==> src/dvc_map.svh <==
// register offsets, field positions, reset values and counts of the
// port c video output block.
// assumes: included by bare name from the package and the testbench.
`ifndef DVC_MAP_SVH
`define DVC_MAP_SVH

// --------------------------------------------------------------------
// register offsets (byte addresses)
// --------------------------------------------------------------------
`define DVC_OFF_CTRL    8'h00
`define DVC_OFF_STATUS  8'h04
`define DVC_OFF_MASK    8'h08
`define DVC_OFF_STRAP   8'h0C
`define DVC_OFF_HIC     8'h74

// --------------------------------------------------------------------
// control field positions
// --------------------------------------------------------------------
`define DVC_CTRL_EN      0
`define DVC_CTRL_DUAL    1
`define DVC_CTRL_BORDER  2
`define DVC_CTRL_STALL   3
`define DVC_CTRL_RST     4'h0

// --------------------------------------------------------------------
// status and mask field positions
// --------------------------------------------------------------------
`define DVC_ST_HOTPLUG   0
`define DVC_ST_STALL     1
`define DVC_ST_FIELD     2
`define DVC_ST_RST       3'h0
`define DVC_MASK_RST     3'h0

// --------------------------------------------------------------------
// strap and host interface control fields
// --------------------------------------------------------------------
`define DVC_STRAP_DET    8
`define DVC_HIC_MUX      1

// --------------------------------------------------------------------
// timing counts
// --------------------------------------------------------------------
`define DVC_HALF_CYC     2
`define DVC_STRAP_WAIT   2'h3

`endif

==> src/dvc_pkg.sv <==
// types shared by the port c video output block.
// assumes: compiled before the design modules.
`include "dvc_map.svh"

package dvc_pkg;

  typedef enum logic [0:0] {
    STRAP_WAIT,
    STRAP_DONE
  } dvc_strap_state_type;

  typedef enum logic [1:0] {
    PINS_IDLE,
    PINS_VIDEO,
    PINS_AGP
  } dvc_pin_mode_type;

endpackage

==> src/dvc_port_c.sv <==
// port c digital video output with the shared agp pin mux and straps.
// assumes: pixels and timing come from the display pipe on core_clk_in;
// the pad ring resolves pin levels from the enables.
//
// Functional notes
// - one 12-bit word per forwarded clock edge, 24 bits per period
// - dual channel: upper 12 pixel bits leave on port c
// - dual channel: lower 12 pixel bits leave on port b
// - hsync and vsync travel with the port c pixel stream
// - active-low blank, selectable blank or border meaning
// - software picks field or stall use of the field/stall input
// - field use: overlay field follows encoder field when interleaved
// - stall use: pixel pipeline holds for one horizontal line
// - shared active-low interrupt pin is an interrupt source
// - 8-bit add-in identification strap is readable by software
// - detect strap 0 means a video device is present
// - detect strap shares parity pin and picks agp or video pins
// - internal pull-down makes an open detect strap read low
// - detect high sets mux select bit 1 at 74h to agp
// - video mode samples sideband address pins as ident strap
//
// Design decisions made here: the plain strobed port and the register addresses.
`timescale 1ns/1ps

module dvc_port_c
  import dvc_pkg::*;
#(
  parameter int HALF_CYC = `DVC_HALF_CYC
) (
  input  wire logic        core_clk_in,
  input  wire logic        rst_b_in,
  // register port
  input  wire logic [7:0]  reg_addr_in,
  input  wire logic [31:0] reg_wdata_in,
  input  wire logic        reg_wr_in,
  input  wire logic        reg_rd_in,
  output logic      [31:0] reg_rdata_out,
  output logic             irq_out,
  // display pipe
  input  wire logic [23:0] pix_data_in,
  input  wire logic        tim_hsync_in,
  input  wire logic        tim_vsync_in,
  input  wire logic        tim_active_in,
  input  wire logic        tim_border_in,
  input  wire logic        ovl_interleave_in,
  output logic             pix_take_out,
  output logic             pipe_hold_out,
  output logic             ovl_field_out,
  // agp core drive when the pins are in agp use
  input  wire logic [31:0] agp_ad_drv_in,
  input  wire logic [31:0] agp_ad_oe_in,
  input  wire logic [3:0]  agp_cbe_drv_in,
  input  wire logic        agp_cbe_oe_in,
  input  wire logic [3:0]  agp_stb_drv_in,
  input  wire logic        agp_stb_oe_in,
  input  wire logic [4:0]  agp_ctl_drv_in,
  input  wire logic [4:0]  agp_ctl_oe_in,
  input  wire logic        agp_par_drv_in,
  input  wire logic        agp_par_oe_in,
  // serial management lines, open drain
  input  wire logic [5:0]  ser_drv_low_in,
  output logic      [5:0]  ser_level_out,
  // shared pins
  input  wire logic [31:0] shr_ad_in,
  output logic      [31:0] shr_ad_out,
  output logic      [31:0] shr_ad_oe_out,
  output logic      [3:0]  shr_cbe_out,
  output logic      [3:0]  shr_cbe_oe_out,
  output logic      [3:0]  shr_stb_out,
  output logic      [3:0]  shr_stb_oe_out,
  input  wire logic [4:0]  shr_ctl_in,
  output logic      [4:0]  shr_ctl_out,
  output logic      [4:0]  shr_ctl_oe_out,
  input  wire logic        shr_par_in,
  output logic             shr_par_out,
  output logic             shr_par_oe_out,
  input  wire logic [7:0]  shr_sba_in
);

  // ------------------------------------------------------------------
  // pin synchronisers
  // ------------------------------------------------------------------
  // the detect strap resets low, as the pad pull-down would leave it
  logic [16:0] pin_sync;
  dvc_sync2 #(
    .WIDTH   (17),
    .RST_VAL (17'h00001)
  ) u_sync (
    .core_clk_in (core_clk_in),
    .rst_b_in    (rst_b_in),
    .async_in    ({shr_ad_in[15], shr_ctl_in, shr_sba_in, shr_par_in,
                   shr_ad_in[31], shr_ad_in[30]}),
    .sync_out    (pin_sync)
  );

  wire       irq_pin_n = pin_sync[0];
  wire       fs_pin    = pin_sync[1];
  wire       det_pin   = pin_sync[2];
  wire [7:0] sba_pin   = pin_sync[10:3];
  assign ser_level_out = pin_sync[16:11];

  // ------------------------------------------------------------------
  // straps, caught after reset release
  // ------------------------------------------------------------------
  dvc_strap_state_type strap_state;
  logic [1:0] strap_cnt;
  logic       det_strap;
  logic [7:0] addin_ident_strap;

  always_ff @(posedge core_clk_in or negedge rst_b_in) begin
    if (!rst_b_in) begin
      strap_state       <= STRAP_WAIT;
      strap_cnt         <= 2'h0;
      det_strap         <= 1'b0;
      addin_ident_strap <= 8'h00;
    end else begin
      unique case (strap_state)
        STRAP_WAIT: begin
          strap_cnt <= strap_cnt + 2'h1;
          if (strap_cnt == `DVC_STRAP_WAIT) begin
            strap_state <= STRAP_DONE;
            det_strap   <= det_pin;
            // ident only means something with video devices fitted
            addin_ident_strap <= det_pin ? 8'h00 : sba_pin;
          end
        end
        STRAP_DONE: begin
          strap_cnt <= strap_cnt;
        end
      endcase
    end
  end

  dvc_pin_mode_type pin_mode;
  assign pin_mode = (strap_state == STRAP_WAIT) ? PINS_IDLE :
                    (det_strap ? PINS_AGP : PINS_VIDEO);
  wire vid_mode = (pin_mode == PINS_VIDEO);
  wire agp_mode = (pin_mode == PINS_AGP);

  // ------------------------------------------------------------------
  // registers
  // ------------------------------------------------------------------
  logic [3:0] ctrl;
  logic [2:0] status;
  logic [2:0] mask;
  logic [2:0] events;

  wire en         = ctrl[`DVC_CTRL_EN] & vid_mode;
  wire dual       = ctrl[`DVC_CTRL_DUAL];
  wire border_sel = ctrl[`DVC_CTRL_BORDER];
  wire stall_mode = ctrl[`DVC_CTRL_STALL];

  wire wr_ctrl = reg_wr_in && (reg_addr_in == `DVC_OFF_CTRL);
  wire wr_mask = reg_wr_in && (reg_addr_in == `DVC_OFF_MASK);
  wire rd_stat = reg_rd_in && (reg_addr_in == `DVC_OFF_STATUS);

  // a read clears status, but an event in the same cycle survives it
  wire [2:0] next_status = (rd_stat ? 3'h0 : status) | events;

  logic [31:0] rd_mux;
  always_comb begin
    unique case (reg_addr_in)
      `DVC_OFF_CTRL:   rd_mux = {28'h0000000, ctrl};
      `DVC_OFF_STATUS: rd_mux = {29'h00000000, status};
      `DVC_OFF_MASK:   rd_mux = {29'h00000000, mask};
      `DVC_OFF_STRAP:  rd_mux = {23'h000000, det_strap,
                                 addin_ident_strap};
      `DVC_OFF_HIC:    rd_mux = {30'h00000000, agp_mode, 1'b0};
      default:         rd_mux = 32'h00000000;
    endcase
  end

  always_ff @(posedge core_clk_in or negedge rst_b_in) begin
    if (!rst_b_in) begin
      ctrl          <= `DVC_CTRL_RST;
      mask          <= `DVC_MASK_RST;
      status        <= `DVC_ST_RST;
      reg_rdata_out <= 32'h00000000;
    end else begin
      if (wr_ctrl) ctrl <= reg_wdata_in[3:0];
      if (wr_mask) mask <= reg_wdata_in[2:0];
      status        <= next_status;
      reg_rdata_out <= reg_rd_in ? rd_mux : 32'h00000000;
    end
  end

  assign irq_out = |(status & mask);

  // ------------------------------------------------------------------
  // line and field events
  // ------------------------------------------------------------------
  logic hs_prev, vs_prev, fs_prev, irq_prev, hold;
  wire  hs_edge  = tim_hsync_in & ~hs_prev;
  wire  vs_edge  = tim_vsync_in & ~vs_prev;
  wire  fs_chg   = fs_pin ^ fs_prev;
  // stall is looked at only on a line start, inside horizontal blanking
  wire  stall_ev = vid_mode & stall_mode & hs_edge & fs_pin;
  wire  fld_ev   = vid_mode & ~stall_mode & fs_chg;
  wire  hp_ev    = vid_mode & irq_prev & ~irq_pin_n;

  always_comb begin
    events = 3'h0;
    events[`DVC_ST_HOTPLUG] = hp_ev;
    events[`DVC_ST_STALL]   = stall_ev;
    events[`DVC_ST_FIELD]   = fld_ev;
  end

  always_ff @(posedge core_clk_in or negedge rst_b_in) begin
    if (!rst_b_in) begin
      hs_prev       <= 1'b0;
      vs_prev       <= 1'b0;
      fs_prev       <= 1'b0;
      irq_prev      <= 1'b1;
      hold          <= 1'b0;
      ovl_field_out <= 1'b0;
    end else begin
      hs_prev  <= tim_hsync_in;
      vs_prev  <= tim_vsync_in;
      fs_prev  <= fs_pin;
      irq_prev <= irq_pin_n;
      if (hs_edge) hold <= stall_ev;
      if (!stall_mode && ovl_interleave_in) begin
        ovl_field_out <= fs_pin;
      end else if (vs_edge) begin
        ovl_field_out <= ~ovl_field_out;
      end
    end
  end

  assign pipe_hold_out = hold;

  // ------------------------------------------------------------------
  // double-edge pixel output
  // ------------------------------------------------------------------
  // data move one core cycle after each clock edge and the next edge comes
  // HALF_CYC-1 cycles later, so every word is settled on both sides of its edge
  logic [7:0]  div_cnt;
  logic        fwd_clk;
  logic [23:0] pix_q;
  logic [11:0] port_c_pixel_bus, port_b_pixel_bus;
  logic        hs_q, vs_q, blank_n_q;

  wire tick_load = en && (div_cnt == 8'h00);
  wire tick_edge = en && (div_cnt == 8'(HALF_CYC - 1));
  wire take      = tick_load && (dual || !fwd_clk) && !hold;
  wire blank_lvl = border_sel ? (tim_active_in | tim_border_in)
                              : tim_active_in;
  assign pix_take_out = take;

  always_ff @(posedge core_clk_in or negedge rst_b_in) begin
    if (!rst_b_in) begin
      div_cnt <= 8'h00;
      fwd_clk <= 1'b0;
    end else if (!en) begin
      div_cnt <= 8'h00;
      fwd_clk <= 1'b0;
    end else if (tick_edge) begin
      div_cnt <= 8'h00;
      fwd_clk <= ~fwd_clk;
    end else begin
      div_cnt <= div_cnt + 8'h01;
    end
  end

  always_ff @(posedge core_clk_in or negedge rst_b_in) begin
    if (!rst_b_in) begin
      pix_q            <= 24'h000000;
      port_c_pixel_bus <= 12'h000;
      port_b_pixel_bus <= 12'h000;
      hs_q             <= 1'b0;
      vs_q             <= 1'b0;
      blank_n_q        <= 1'b0;
    end else if (!en) begin
      port_c_pixel_bus <= 12'h000;
      port_b_pixel_bus <= 12'h000;
      blank_n_q        <= 1'b0;
    end else if (take) begin
      pix_q            <= pix_data_in;
      port_c_pixel_bus <= pix_data_in[23:12];
      port_b_pixel_bus <= dual ? pix_data_in[11:0]
                               : 12'h000;
      hs_q             <= tim_hsync_in;
      vs_q             <= tim_vsync_in;
      blank_n_q        <= blank_lvl;
    end else if (tick_load && !dual && fwd_clk) begin
      port_c_pixel_bus <= pix_q[11:0];
    end
  end

  // ------------------------------------------------------------------
  // shared pin map
  // ------------------------------------------------------------------
  logic [31:0] vid_ad, vid_oe;
  always_comb begin
    vid_ad = 32'h00000000;
    vid_oe = 32'h00000000;
    {vid_ad[11], vid_ad[12], vid_ad[9], vid_ad[10], vid_ad[8], vid_ad[6],
     vid_ad[7], vid_ad[4], vid_ad[5], vid_ad[2], vid_ad[3]}
      = {port_b_pixel_bus[11:8], port_b_pixel_bus[6:0]};
    {vid_ad[28], vid_ad[29], vid_ad[26], vid_ad[27], vid_ad[24],
     vid_ad[25]} = port_c_pixel_bus[11:6];
    vid_ad[23:19] = port_c_pixel_bus[4:0];
    vid_ad[17]    = hs_q;
    vid_ad[16]    = vs_q;
    vid_ad[18]    = blank_n_q;
    vid_ad[0]     = hs_q;
    vid_ad[1]     = vs_q;
    vid_oe[29:16] = 14'h3FFF;
    vid_oe[12:0]  = 13'h1FFF;
    vid_oe[15]    = ser_drv_low_in[5];
  end

  assign shr_ad_out     = agp_mode ? agp_ad_drv_in : vid_ad;
  assign shr_ad_oe_out  = agp_mode ? agp_ad_oe_in
                        : (vid_mode ? vid_oe : 32'h00000000);
  assign shr_cbe_out    = agp_mode ? agp_cbe_drv_in
                        : {port_c_pixel_bus[5], 1'b0, blank_n_q,
                           port_b_pixel_bus[7]};
  assign shr_cbe_oe_out = agp_mode ? {4{agp_cbe_oe_in}}
                        : (vid_mode ? 4'hB : 4'h0);
  assign shr_stb_out    = agp_mode ? agp_stb_drv_in
                        : {~fwd_clk, ~fwd_clk, fwd_clk, fwd_clk};
  assign shr_stb_oe_out = {4{agp_mode ? agp_stb_oe_in : vid_mode}};
  assign shr_ctl_out    = agp_mode ? agp_ctl_drv_in : 5'h00;
  assign shr_ctl_oe_out = agp_mode ? agp_ctl_oe_in
                        : (vid_mode ? ser_drv_low_in[4:0] : 5'h00);
  assign shr_par_out    = agp_mode & agp_par_drv_in;
  assign shr_par_oe_out = agp_mode & agp_par_oe_in;

  // ------------------------------------------------------------------
  // checks
  // ------------------------------------------------------------------
  property p_upper_word;
    @(posedge core_clk_in) disable iff (!rst_b_in)
      take |=> port_c_pixel_bus == $past(pix_data_in[23:12]);
  endproperty
  a_upper_word: assert property (p_upper_word)
    else $error("port c upper word wrong");

  property p_lower_half;
    @(posedge core_clk_in) disable iff (!rst_b_in)
      tick_load && !dual && fwd_clk |=>
        port_c_pixel_bus == $past(pix_q[11:0]);
  endproperty
  a_lower_half: assert property (p_lower_half)
    else $error("second half word wrong");

  property p_port_b_lower;
    @(posedge core_clk_in) disable iff (!rst_b_in)
      take && dual |=> port_b_pixel_bus == $past(pix_data_in[11:0]);
  endproperty
  a_port_b_lower: assert property (p_port_b_lower)
    else $error("port b lower word wrong");

  property p_sync_follow;
    @(posedge core_clk_in) disable iff (!rst_b_in)
      take |=> hs_q == $past(tim_hsync_in) && vs_q == $past(tim_vsync_in);
  endproperty
  a_sync_follow: assert property (p_sync_follow)
    else $error("sync not with pixel");

  property p_blank_border;
    @(posedge core_clk_in) disable iff (!rst_b_in)
      take && border_sel |=>
        blank_n_q == $past(tim_active_in | tim_border_in);
  endproperty
  a_blank_border: assert property (p_blank_border)
    else $error("border blank wrong");

  property p_hold_line;
    @(posedge core_clk_in) disable iff (!rst_b_in)
      stall_ev |=> hold && !take;
  endproperty
  a_hold_line: assert property (p_hold_line)
    else $error("stall did not hold pipe");

  property p_field_align;
    @(posedge core_clk_in) disable iff (!rst_b_in)
      !stall_mode && ovl_interleave_in && fs_chg |=>
        ovl_field_out == $past(fs_pin);
  endproperty
  a_field_align: assert property (p_field_align)
    else $error("overlay field not aligned");

  property p_hotplug_irq;
    @(posedge core_clk_in) disable iff (!rst_b_in)
      hp_ev && mask[`DVC_ST_HOTPLUG] |=> status[`DVC_ST_HOTPLUG] && irq_out;
  endproperty
  a_hotplug_irq: assert property (p_hotplug_irq)
    else $error("hot plug not signalled");

  property p_agp_pins;
    @(posedge core_clk_in) disable iff (!rst_b_in)
      agp_mode |-> shr_ad_oe_out == agp_ad_oe_in && !pix_take_out;
  endproperty
  a_agp_pins: assert property (p_agp_pins)
    else $error("agp mode pins not handed over");

endmodule

==> src/dvc_sync2.sv <==
// two-stage synchroniser for a group of pin levels.
// assumes: inputs come from outside the core clock domain.
`timescale 1ns/1ps

module dvc_sync2 #(
  parameter int         WIDTH   = 1,
  parameter logic [WIDTH-1:0] RST_VAL = '0
) (
  input  wire logic             core_clk_in,
  input  wire logic             rst_b_in,
  input  wire logic [WIDTH-1:0] async_in,
  output logic      [WIDTH-1:0] sync_out
);

  logic [WIDTH-1:0] meta;

  // the first stage feeds only the second stage
  always_ff @(posedge core_clk_in or negedge rst_b_in) begin
    if (!rst_b_in) begin
      meta     <= RST_VAL;
      sync_out <= RST_VAL;
    end else begin
      meta     <= async_in;
      sync_out <= meta;
    end
  end

endmodule

==> config.mk <==
export PLATFORM = sky130hd
export DESIGN_NAME = dvc_port_c
export DESIGN_NICKNAME = d
export VERILOG_FILES = /design/src/dvc_pkg.sv /design/src/dvc_port_c.sv /design/src/dvc_sync2.sv
export VERILOG_INCLUDE_DIRS = /design/src
export SDC_FILE = /design/constraint.sdc
export NUM_CORES = 1
export LEC_CHECK = 0
export BUFFER_PORTS_ARGS = -buffer_cell sky130_fd_sc_hd__buf_2
export CORE_AREA = 2 2 134 136
export CTS_BUF_LIST = sky130_fd_sc_hd__clkbuf_8
export CTS_CLUSTER_DIAMETER = 60
export CTS_CLUSTER_SIZE = 16
export DETAILED_ROUTE_END_ITERATION = 8
export DIE_AREA = 0 0 136 138
export GPL_TIMING_DRIVEN = 0
export SYNTH_ARGS = -nofsm -noshare
export SYNTH_HDL_FRONTEND = slang
export SYNTH_SLANG_ARGS = --single-unit
==> constraint.sdc <==
create_clock -name core_clk_in -period 2.9 [get_ports core_clk_in]
set_input_delay 0.29 -clock core_clk_in [delete_from_list [all_inputs] [get_ports core_clk_in]]
set_output_delay 0.29 -clock core_clk_in [all_outputs]
set_load 0.02 [all_outputs]
# Word level (Yosys, flattened, before mapping)
# Cells that the tools add are included.
# op_classes
addsub	2
bitwise_logic	23
reduce_logical	21
n_eq_ne	11
mux	35
# ops
cell	count
two-way mux 32 bit	3
two-way mux 12 bit	6
one-hot mux 9 bit (5 select lines)	1
two-way mux 30 bit	1
two-way mux 8 bit	3
equality test 8 x 4 -> 1 bit, second input constant	2
logical NOT 8 bit	2
two-way mux 4 bit	4
two-way mux 5 bit	3
bitwise AND 1 bit	12
logical AND 1 bit	10
two-way mux 1 bit	10
adder 8 x 1 -> 8 bit, second input constant	1
equality test 8 x 1 -> 1 bit, second input constant	1
equality test 8 x 3 -> 1 bit, second input constant	1
equality test 8 x 7 -> 1 bit, second input constant	1
inverter 1 bit	7
two-way mux 2 bit	3
equality test 2 bit, second input constant	2
logical NOT 1 bit	4
AND reduction 2 bit	2
bitwise AND 3 bit	1
two-way mux 3 bit	1
inequality test 3 x 2 -> 1 bit, second input constant	1
10 further kinds	10
# word_totals
register_bits	142
output_inout_bits	134

# Longest topological paths before layout
# Gate-level depths: netlist of the first run.
# depth
word_depth	10
mapped_depth	7
depth_no_buf	6

# Cells and area by module
# Synthesis of the first run repeated with hierarchy kept, for this count alone.
# hier_totals
cells_unflattened	602
hier_area_um2	5824.3
# by_module_without_submodules
module	n_inst	cells_each	area_per_inst_um2
dvc_port_c	1	568	4971.0
dvc_sync2	1	34	853.3

# Worst setup path before layout of the first run
# OpenSTA, ideal clock, no wires.
# synth_timing
kind	register -> output
start	reg strap_state
end	out shr_cbe_oe_out[1]
n_path_buf	3
path_slack_ns	0.856
path_stages_with_launch	5
arrival_time_ns	1.754
required_time_ns	2.610
path_cell_list	dfrtp_1 -> clkbuf_1 -> clkbuf_1 -> a21boi_0 -> buf_4
# synth_between
elab_chain_len	4
word_cells_on_any_way	5
classes_between	eq/ne: 2; mux: 3
# synth_lines
element	line	rtl
start, declared	dvc_port_c.sv:105	dvc_strap_state_type strap_state;
start signal, assigned	dvc_port_c.sv:112	strap_state <= STRAP_WAIT;
start signal, assigned	dvc_port_c.sv:121	strap_state <= STRAP_DONE;
two-way mux 2 bit (*)	dvc_port_c.sv:135	assign pin_mode = (strap_state == STRAP_WAIT) ? PINS_IDLE :
equality test 2 x 1 -> 1 bit	dvc_port_c.sv:137	wire vid_mode = (pin_mode == PINS_VIDEO);
two-way mux 4 bit	dvc_port_c.sv:320	: (vid_mode ? 4'hB : 4'h0);
two-way mux 4 bit (*)	dvc_port_c.sv:319	assign shr_cbe_oe_out = agp_mode ? {4{agp_cbe_oe_in}}
end, declared	dvc_port_c.sv:68	output logic [3:0] shr_cbe_oe_out,
# Mark *: on every way between the ends. The rest lies on a longest branch, timed or not.

# Final worst setup path of the first run
# layout_timing
start	reg strap_state
end	out shr_cbe_oe_out[3]
# The elaborated chain is that of the path after synthesis.

==> metrics.txt, run 1 <==
DP Cell Count 1119; EDFF count, synth 0; first-pass GRT wire length 29.1 mm; die width 136 µm; Synth area leader dfrtp_1; fin crit share 90.9%; Max Fclk 0.379 GHz; static leakage 4.49 nW; Via density 4.51; Inserted Clock Buffers 17; clk_lat worst skew 0.45 ns; H-tree Lvls 4; Synth top area share 49.8%; FF-to-FF Start div_cnt[0]; mapped cell area 5830 µm²; Floorplan Core Area 17500 µm²; largest net degree at the start of global routing 84; peak supply drop 0.497 mV; pwr dens 509 nW/µm²; share of synthesized registers carrying an async set or reset 100%; Seq/Total Area, Yosys 51.1%; DRT Wirelength 18.4 mm; nets@finish 1144; FILL cells 1751; synthesized area per cell 9.66 µm²; synth unique cells 43; CP Launch Point strap_state; met3 global-route usage 4.51%; Slew Limit Fails 0; Worst slew margin 55.0%; post-layout minimum cycle time 2.64 ns; First-pass DRT Iterations 5; critical path endpoint category primary output; Post-synth top cells nand2_1, dfrtp_1, inv_1, buf_4, o21ai_0; FP Rows 49; CTS root buffer clkbuf_8; Clk pin slew, worst setup/hold paths 0.09 ns; IO Pins 345; crit path DAT 2.35 ns; top cells by area, synth dfrtp_1, nand2_1, buf_4; TritonCTS clock tree built; final core utilization 46.8%; GR Util All Layers 20.2%; status complete, no violations; crit path to shr_cbe_oe_out[3]; CTS Sinks 119; antenna violations before repair 2; GPL Wtd Cong 0.860; Worst EP required 2.61 ns; Setup violations, final 0; wire length per cell 15.7 µm; Setup crit start kind register; DRC viols 0; Ys Warns 0; worst slew pin tran 0.669 ns; Routed Antenna Nets 0; Hold/Removal Path Class input port to register; GR peak layer met2; HPWL Detailed 14.6 mm; post-CTS setup repair buffer count 0; Yosys reg bits 119; GR met2 Demand/Resource 30.7%; port buffer count 263; most frequent cell after synthesis nand2_1; Setup Crit Path Kind register to primary output; DIE HEIGHT 138 µm; area delta synth->final 40.6%; grt ovf 0; Most used DFF post-synth dfrtp_1; Initial Util 33.3%; FF-to-FF setup slack 0.88 ns; Sum Neg Setup Slack 0 ns; via count of the first global-routing pass 5289; maximum net fanout on the critical path 10; final hold vios 0; R2R depth 7; Layout Skew 0.0144 ns; Clock Path Buffers 2; pre-CTS setup slack 0.288 ns; Global Route met1 Usage 28.2%; Worst R2R End port_b_pixel_bus[8]; Power, Total 4.18 mW; maxcap violations 0; RSZ-0062 raised after global routing no; Worst Slack Setup Final 0.264 ns; share of cells above drive strength 1 39.7%; non-filler cells, final 1173; Synth Instances 604; total number of vias 5296; die area 18800 µm²; DRT iter0 DRCs 310
-- layer usage --
metal | wire length, µm | part of all wire (%)
met5 | 0 | 0
met4 | 434 | 2.4
met3 | 1360 | 7.4
met2 | 8190 | 44
met1 | 8460 | 46
-- worst min path at each step --
stage,start,endpoint,slack (ns),cells after the start
3_3_place_gp,u_sync.meta[1],u_sync.sync_out[1],0.33,0
2_1_floorplan,rst_b_in,addin_ident_strap[0],-0.006,0
6_report,reg_rd_in,reg_rdata_out[1],0.07,3
3_5_place_dp,rst_b_in,port_c_pixel_bus[4],0.22,1
4_1_cts,reg_rd_in,reg_rdata_out[1],0.03,3
5_1_grt,reg_rd_in,reg_rdata_out[1],0.05,3
-- power by group --
part / leakage (nW) / internal [mW] / switching, mW / total [mW]
Sequential: 1.51 / 1.76 / 0.0556 / 1.82
Clock: 0.219 / 0.821 / 0.830 / 1.65
Combinational: 2.77 / 0.322 / 0.387 / 0.709
Total: 4.49 / 2.91 / 1.27 / 4.18
-- kinds of logic (layout without fill, tap and decap cells) --
group | count (synthesis) | in the layout | synth area share (%)
AO/OA/AOI/OAI | 87 | 87 | 9.80
XOR/XNOR | 10 | 10 | 1.50
adder cells (fa/ha/maj) | 4 | 4 | 0.858
flip-flops | 119 | 119 | 51.1
buffers and inverters | 106 | 422 | 9.24
AND/OR/NAND/NOR | 245 | 245 | 20.1
multiplexers | 32 | 32 | 7.27
other | 1 | 25 | 0.0643
-- layout make-up --
| class | count | area (µm²) | share of cell area [%] |
|---|---|---|---|
| antenna | 2 | 5.00 | 0.0610 |
| buffer | 69 | 405 | 4.94 |
| clock buffer | 17 | 234 | 2.85 |
| clock inverter | 15 | 208 | 2.53 |
| inverter | 37 | 139 | 1.69 |
| multi-input combinational | 401 | 2390 | 29.2 |
| sequential | 119 | 2980 | 36.3 |
| tap | 229 | 287 | 3.49 |
| timing repair buffer | 284 | 1550 | 18.9 |
-- layout by cell type (no fill, tap or decap), types with 13 or more instances in the layout --
cell type / netlist / final
conb_1: 1 / 23
dfrtp_1: 116 / 116
and3_1: 22 / 22
clkbuf_8: 0 / 17
o21ai_0: 34 / 34
nand2_1: 118 / 118
nand3_1: 23 / 23
or3_1: 13 / 13
dlygate4sd3_1: 0 / 20
a21boi_0: 29 / 29
clkbuf_1: 29 / 26
buf_4: 35 / 35
mux2_2: 13 / 13
buf_2: 2 / 264
inv_1: 37 / 37
nor2_1: 28 / 28
-- critical path, stage by stage, from the launching register on --
cell and delay, ns:
dfrtp_1 0.42, clkbuf_1 0.38, clkbuf_1 0.32, a21boi_0 0.44
buf_4 0.18, buf_2 0.15
-- flip-flops by register name (all words and copies together) (netlist names), 4 cells and up --
| signal | cells |
|---|---|
| port_c_pixel_bus | 12 |
| addin_ident_strap | 8 |
| u_sync.meta | 17 |
| div_cnt | 8 |
| u_sync.sync_out | 17 |
| port_b_pixel_bus | 12 |
| pix_q | 12 |
| ctrl | 4 |
| reg_rdata_out | 9 |
-- through the flow --
| step | area [µm²] | hold WS (ns) |
|---|---|---|
| after global placement | 7520 | 0.331 |
| after CTS | 8200 | 0.0328 |
| after floorplan | 5920 | -0.00559 |
| after detailed placement | 7550 | 0.218 |
| final | 8200 | 0.0652 |
| after global routing | 8200 | 0.0496 |
-- timing repair --
item | 4_1_cts | 5_1_grt
hold endpoints to repair | 55 | 0
hold buffers | 20 | 0
gates resized for setup | 2 | 3
setup endpoints to repair | 10 | 4
(Power assumes the default switching activity.)
==> run 2: changes to the inputs <==
SYNTH_HIERARCHICAL = 1   (was unset)
==> run 2 against run 1 <==
Net effect:
- routed wire length down 4.1%
- cell count down 0.43%
- count of clock-buffer cells in the layout up 1
- largest cell class unchanged
- flip-flop and latch count unchanged
- total power up 2.7%
- clock power up 7%
==> metrics.txt, run 2 <==
antenna violations before repair 0 (was 2); die area 18800 µm² (unchanged); First-pass DRT Iterations 4 (was 5); Sum Neg Setup Slack 0 ns (unchanged); Worst EP required 2.61 ns (about the same); largest delay contributor family on the critical path buffers and inverters (unchanged); Switching Share 26.9% (was 30.4%); Inserted Clock Buffers 17 (unchanged); Ys Warns 6 (was 0); Clk pin slew, worst setup/hold paths 0.08 ns (was 0.09 ns); clock share of power 41.4% (was 39.5%); Routed Antenna Nets 0 (unchanged); crit path DAT 2.42 ns (was 2.35 ns); first-pass GRT wire length 27.6 mm (was 29.1 mm); grt ovf 0 (unchanged); Worst slew margin 50.7% (was 55.0%); final core utilization 46.8% (about the same); wire length per cell 15.1 µm (was 15.7 µm); Via density 4.45 (was 4.51); switching power 1.15 mW (was 1.27 mW); total number of vias 5202 (was 5296); Synth Area in XOR/XNOR 1.50% (about the same); DIE HEIGHT 138 µm (unchanged); nets@finish 1141 (was 1144); Sequential Power Share 42.4% (was 43.5%); Setup crit start kind register (unchanged); DRT iter0 DRCs 154 (was 310); Max Fclk 0.370 GHz (was 0.379 GHz); pwr dens 522 nW/µm² (was 509 nW/µm²); Synth Instances 602 (was 604); antenna cells 0 (was 2); Setup Crit Path Kind register to primary output (unchanged); Worst Slack Setup Final 0.194 ns (was 0.264 ns); Post-synth top cells nand2_1, dfrtp_1, inv_1, o21ai_0 (was nand2_1, dfrtp_1, inv_1, buf_4, o21ai_0); DRT Wirelength 17.7 mm (was 18.4 mm); share of cells above drive strength 1 39.3% (was 39.7%); CTS Sinks 119 (unchanged); Clock Path Buffers 2 (unchanged); Critical Path Most Common Cell nand2_1 (was clkbuf_1); Setup violations, final 0 (unchanged); simple-gate share of the synthesized area 20.3% (was 20.1%); Compound-Gate Fraction of Synth Area 10.4% (was 9.80%); Synth top area share 49.8% (about the same); HPWL Detailed 13.6 mm (was 14.6 mm); critical path endpoint category primary output (unchanged); Yosys reg bits 119 (unchanged); status complete, no violations (unchanged); via count of the first global-routing pass 5094 (was 5289); largest registers u_sync/meta: 17 flops, u_sync/sync_out: 17 flops (was u_sync.meta: 17 flops, u_sync.sync_out: 17 flops); adder-cell area share of the yosys netlist 0.859% (was 0.858%); Synth area leader dfrtp_1 (unchanged); Comb power frac 16.3% (was 17.0%); worst path bufs/invs 3 (was 4); slowest cell on the critical path clkbuf_1 (was a21boi_0); worst slew pin tran 0.739 ns (was 0.669 ns); Floorplan Core Area 17500 µm² (unchanged); Pint 3.14 mW (was 2.91 mW); Design Area, Final 8210 µm² (was 8200 µm²); Max stage delay on crit path 0.56 ns (was 0.44 ns); GPL Wtd Cong 0.812 (was 0.860); fin crit share 93.3% (was 90.9%); CP Launch Point strap_state (unchanged); peak supply drop 0.505 mV (was 0.497 mV); Most used DFF post-synth dfrtp_1 (unchanged); GR Util All Layers 19.2% (was 20.2%); HP Start pix_data_in[8] (was reg_rd_in); pre-CTS setup slack 0.290 ns (was 0.288 ns); Critical Path, Cell by Cell and2_1, clkbuf_1, clkbuf_2, nand2_1, nand2_1, buf_2 (was clkbuf_1, clkbuf_1, a21boi_0, buf_4, buf_2); Hold/Removal Path Class input port to register (unchanged); share of synthesized registers carrying an async set or reset 100% (unchanged); Layout Skew 0.0124 ns (was 0.0144 ns); most frequent cell after synthesis nand2_1 (unchanged); largest net degree at the start of global routing 96 (was 84); FP Rows 49 (unchanged); RSZ-0062 raised after global routing no (unchanged); FILL cells 1731 (was 1751); EDFF count, synth 0 (unchanged); mux cell area share after synthesis 7.09% (was 7.27%); Power, Total 4.29 mW (was 4.18 mW); synth unique cells 45 (was 43); FF-to-FF Start div_cnt[2] (was div_cnt[0]); maxcap violations 0 (unchanged); most frequent cells in the layout buf_2, nand2_1, dfrtp_1 (unchanged); maximum net fanout on the critical path 10 (unchanged); clk_lat worst skew 0.45 ns (about the same); final hold vios 0 (unchanged); DP Area 7540 µm² (was 7550 µm²); Initial Util 33.2% (was 33.3%); H-tree Lvls 4 (unchanged); Seq/Total Area, Yosys 51.2% (was 51.1%); post-layout minimum cycle time 2.71 ns (was 2.64 ns); synthesized area per cell 9.67 µm² (was 9.66 µm²); die width 136 µm (unchanged); top cells by area, synth dfrtp_1, nand2_1, a21boi_0 (was dfrtp_1, nand2_1, buf_4); area delta synth->final 41.0% (was 40.6%); port buffer count 262 (was 263); IO Pins 345 (unchanged); mapped cell area 5820 µm² (was 5830 µm²); DRC viols 0 (unchanged); TritonCTS clock tree built (unchanged); static leakage 4.47 nW (was 4.49 nW); largest family of logic cells by synthesized area simple AND/OR/NAND/NOR gates (unchanged); commonest non-fill, non-tap cell in the layout buf_2 (unchanged); Slew Limit Fails 0 (unchanged); CTS root buffer clkbuf_8 (unchanged)
==> run 2: changes by cell type after synthesis, moves of 3 or more <==
cell	before	now
buf_4	35	28
nand2_1	118	121
nand3_1	23	7
nand4_1	2	14
==> run 2: cell type report <==
class | count | area [µm²] | area share [%]
multi-input combinational | 405 | 2420 | 29.5
tap | 229 | 287 | 3.49
clock buffer | 18 | 248 | 3.02
sequential | 119 | 2980 | 36.3
buffer | 65 | 374 | 4.56
inverter | 35 | 131 | 1.60
clock inverter | 14 | 221 | 2.70
timing repair buffer | 283 | 1550 | 18.8
==> run 2: cells by family (layout without fill, tap and decap cells) <==
family / Yosys count / in the layout
and+or+nand+nor: 245 / 245
DFF: 119 / 119
buffers and inverters: 100 / 415
AOI/OAI and AO/OA: 91 / 91
muxes: 32 / 32
xor gates and xnor gates: 10 / 10
adders and majority gates: 4 / 4
other: 1 / 23
==> run 2: path summary, 6_finish.rpt <==
| check | cells past startpoint | endpoint | slack [ns] |
|---|---|---|---|
| worst max-delay path | 6 | shr_stb_out[1] | 0.19 |
| worst min-delay path | 2 | pix_q[8] | 0.09 |
| worst max register to register | 6 | hs_q | 1.04 |
| worst min register to register | 0 | u_sync/sync_out[8] | 0.35 |
| max in group asynchronous | 3 | irq_prev | 1.89 |
| min in group asynchronous | 2 | port_c_pixel_bus[5] | 0.27 |
==> run 2: power groups by stage <==
stage               Clock, mW  Combinational [mW]  Sequential (mW)
floorplan                   0               0.391             1.84
global placement            0               0.669             1.85
detailed placement          0               0.679             1.85
CTS                      1.81               0.703             1.82
global route             1.89               0.763             1.83
finish                   1.77               0.698             1.82
==> run 2: repair_timing <==
action	in CTS	in global routing
cloned	0	0
setup endpoints to repair	20	12
resized for setup	2	4
endpoints found under the hold margin	43	0
hold buffers	20	0
setup buffers	0	0
==> run 2: through the flow <==
stage | cells | hold slack [ns]
finish | 1168 | 0.0877
global route | 1168 | 0.0624
CTS | 1168 | 0.0609
detailed placement | 1116 | 0.166
global placement | 1115 | 0.333
floorplan | 624 | -0.00559
==> run 2: metal layers <==
metal  track usage [%]  vias to the layer above  share of wire, %
li1                  -                     2599                 -
met1              28.1                     2414                49
met2              28.2                      172                44
met3              4.44                       17               5.8
met4              6.30                        0               1.4
met5                 0                        -                 0
==> run 2: worst register-to-register path: stages, from the launching register on <==
cell and delay, ns:
dfrtp_1 0.43, nor4_2 0.37, and3_1 0.22, buf_6 0.14
nand3_4 0.11, buf_6 0.19, mux2_4 0.30
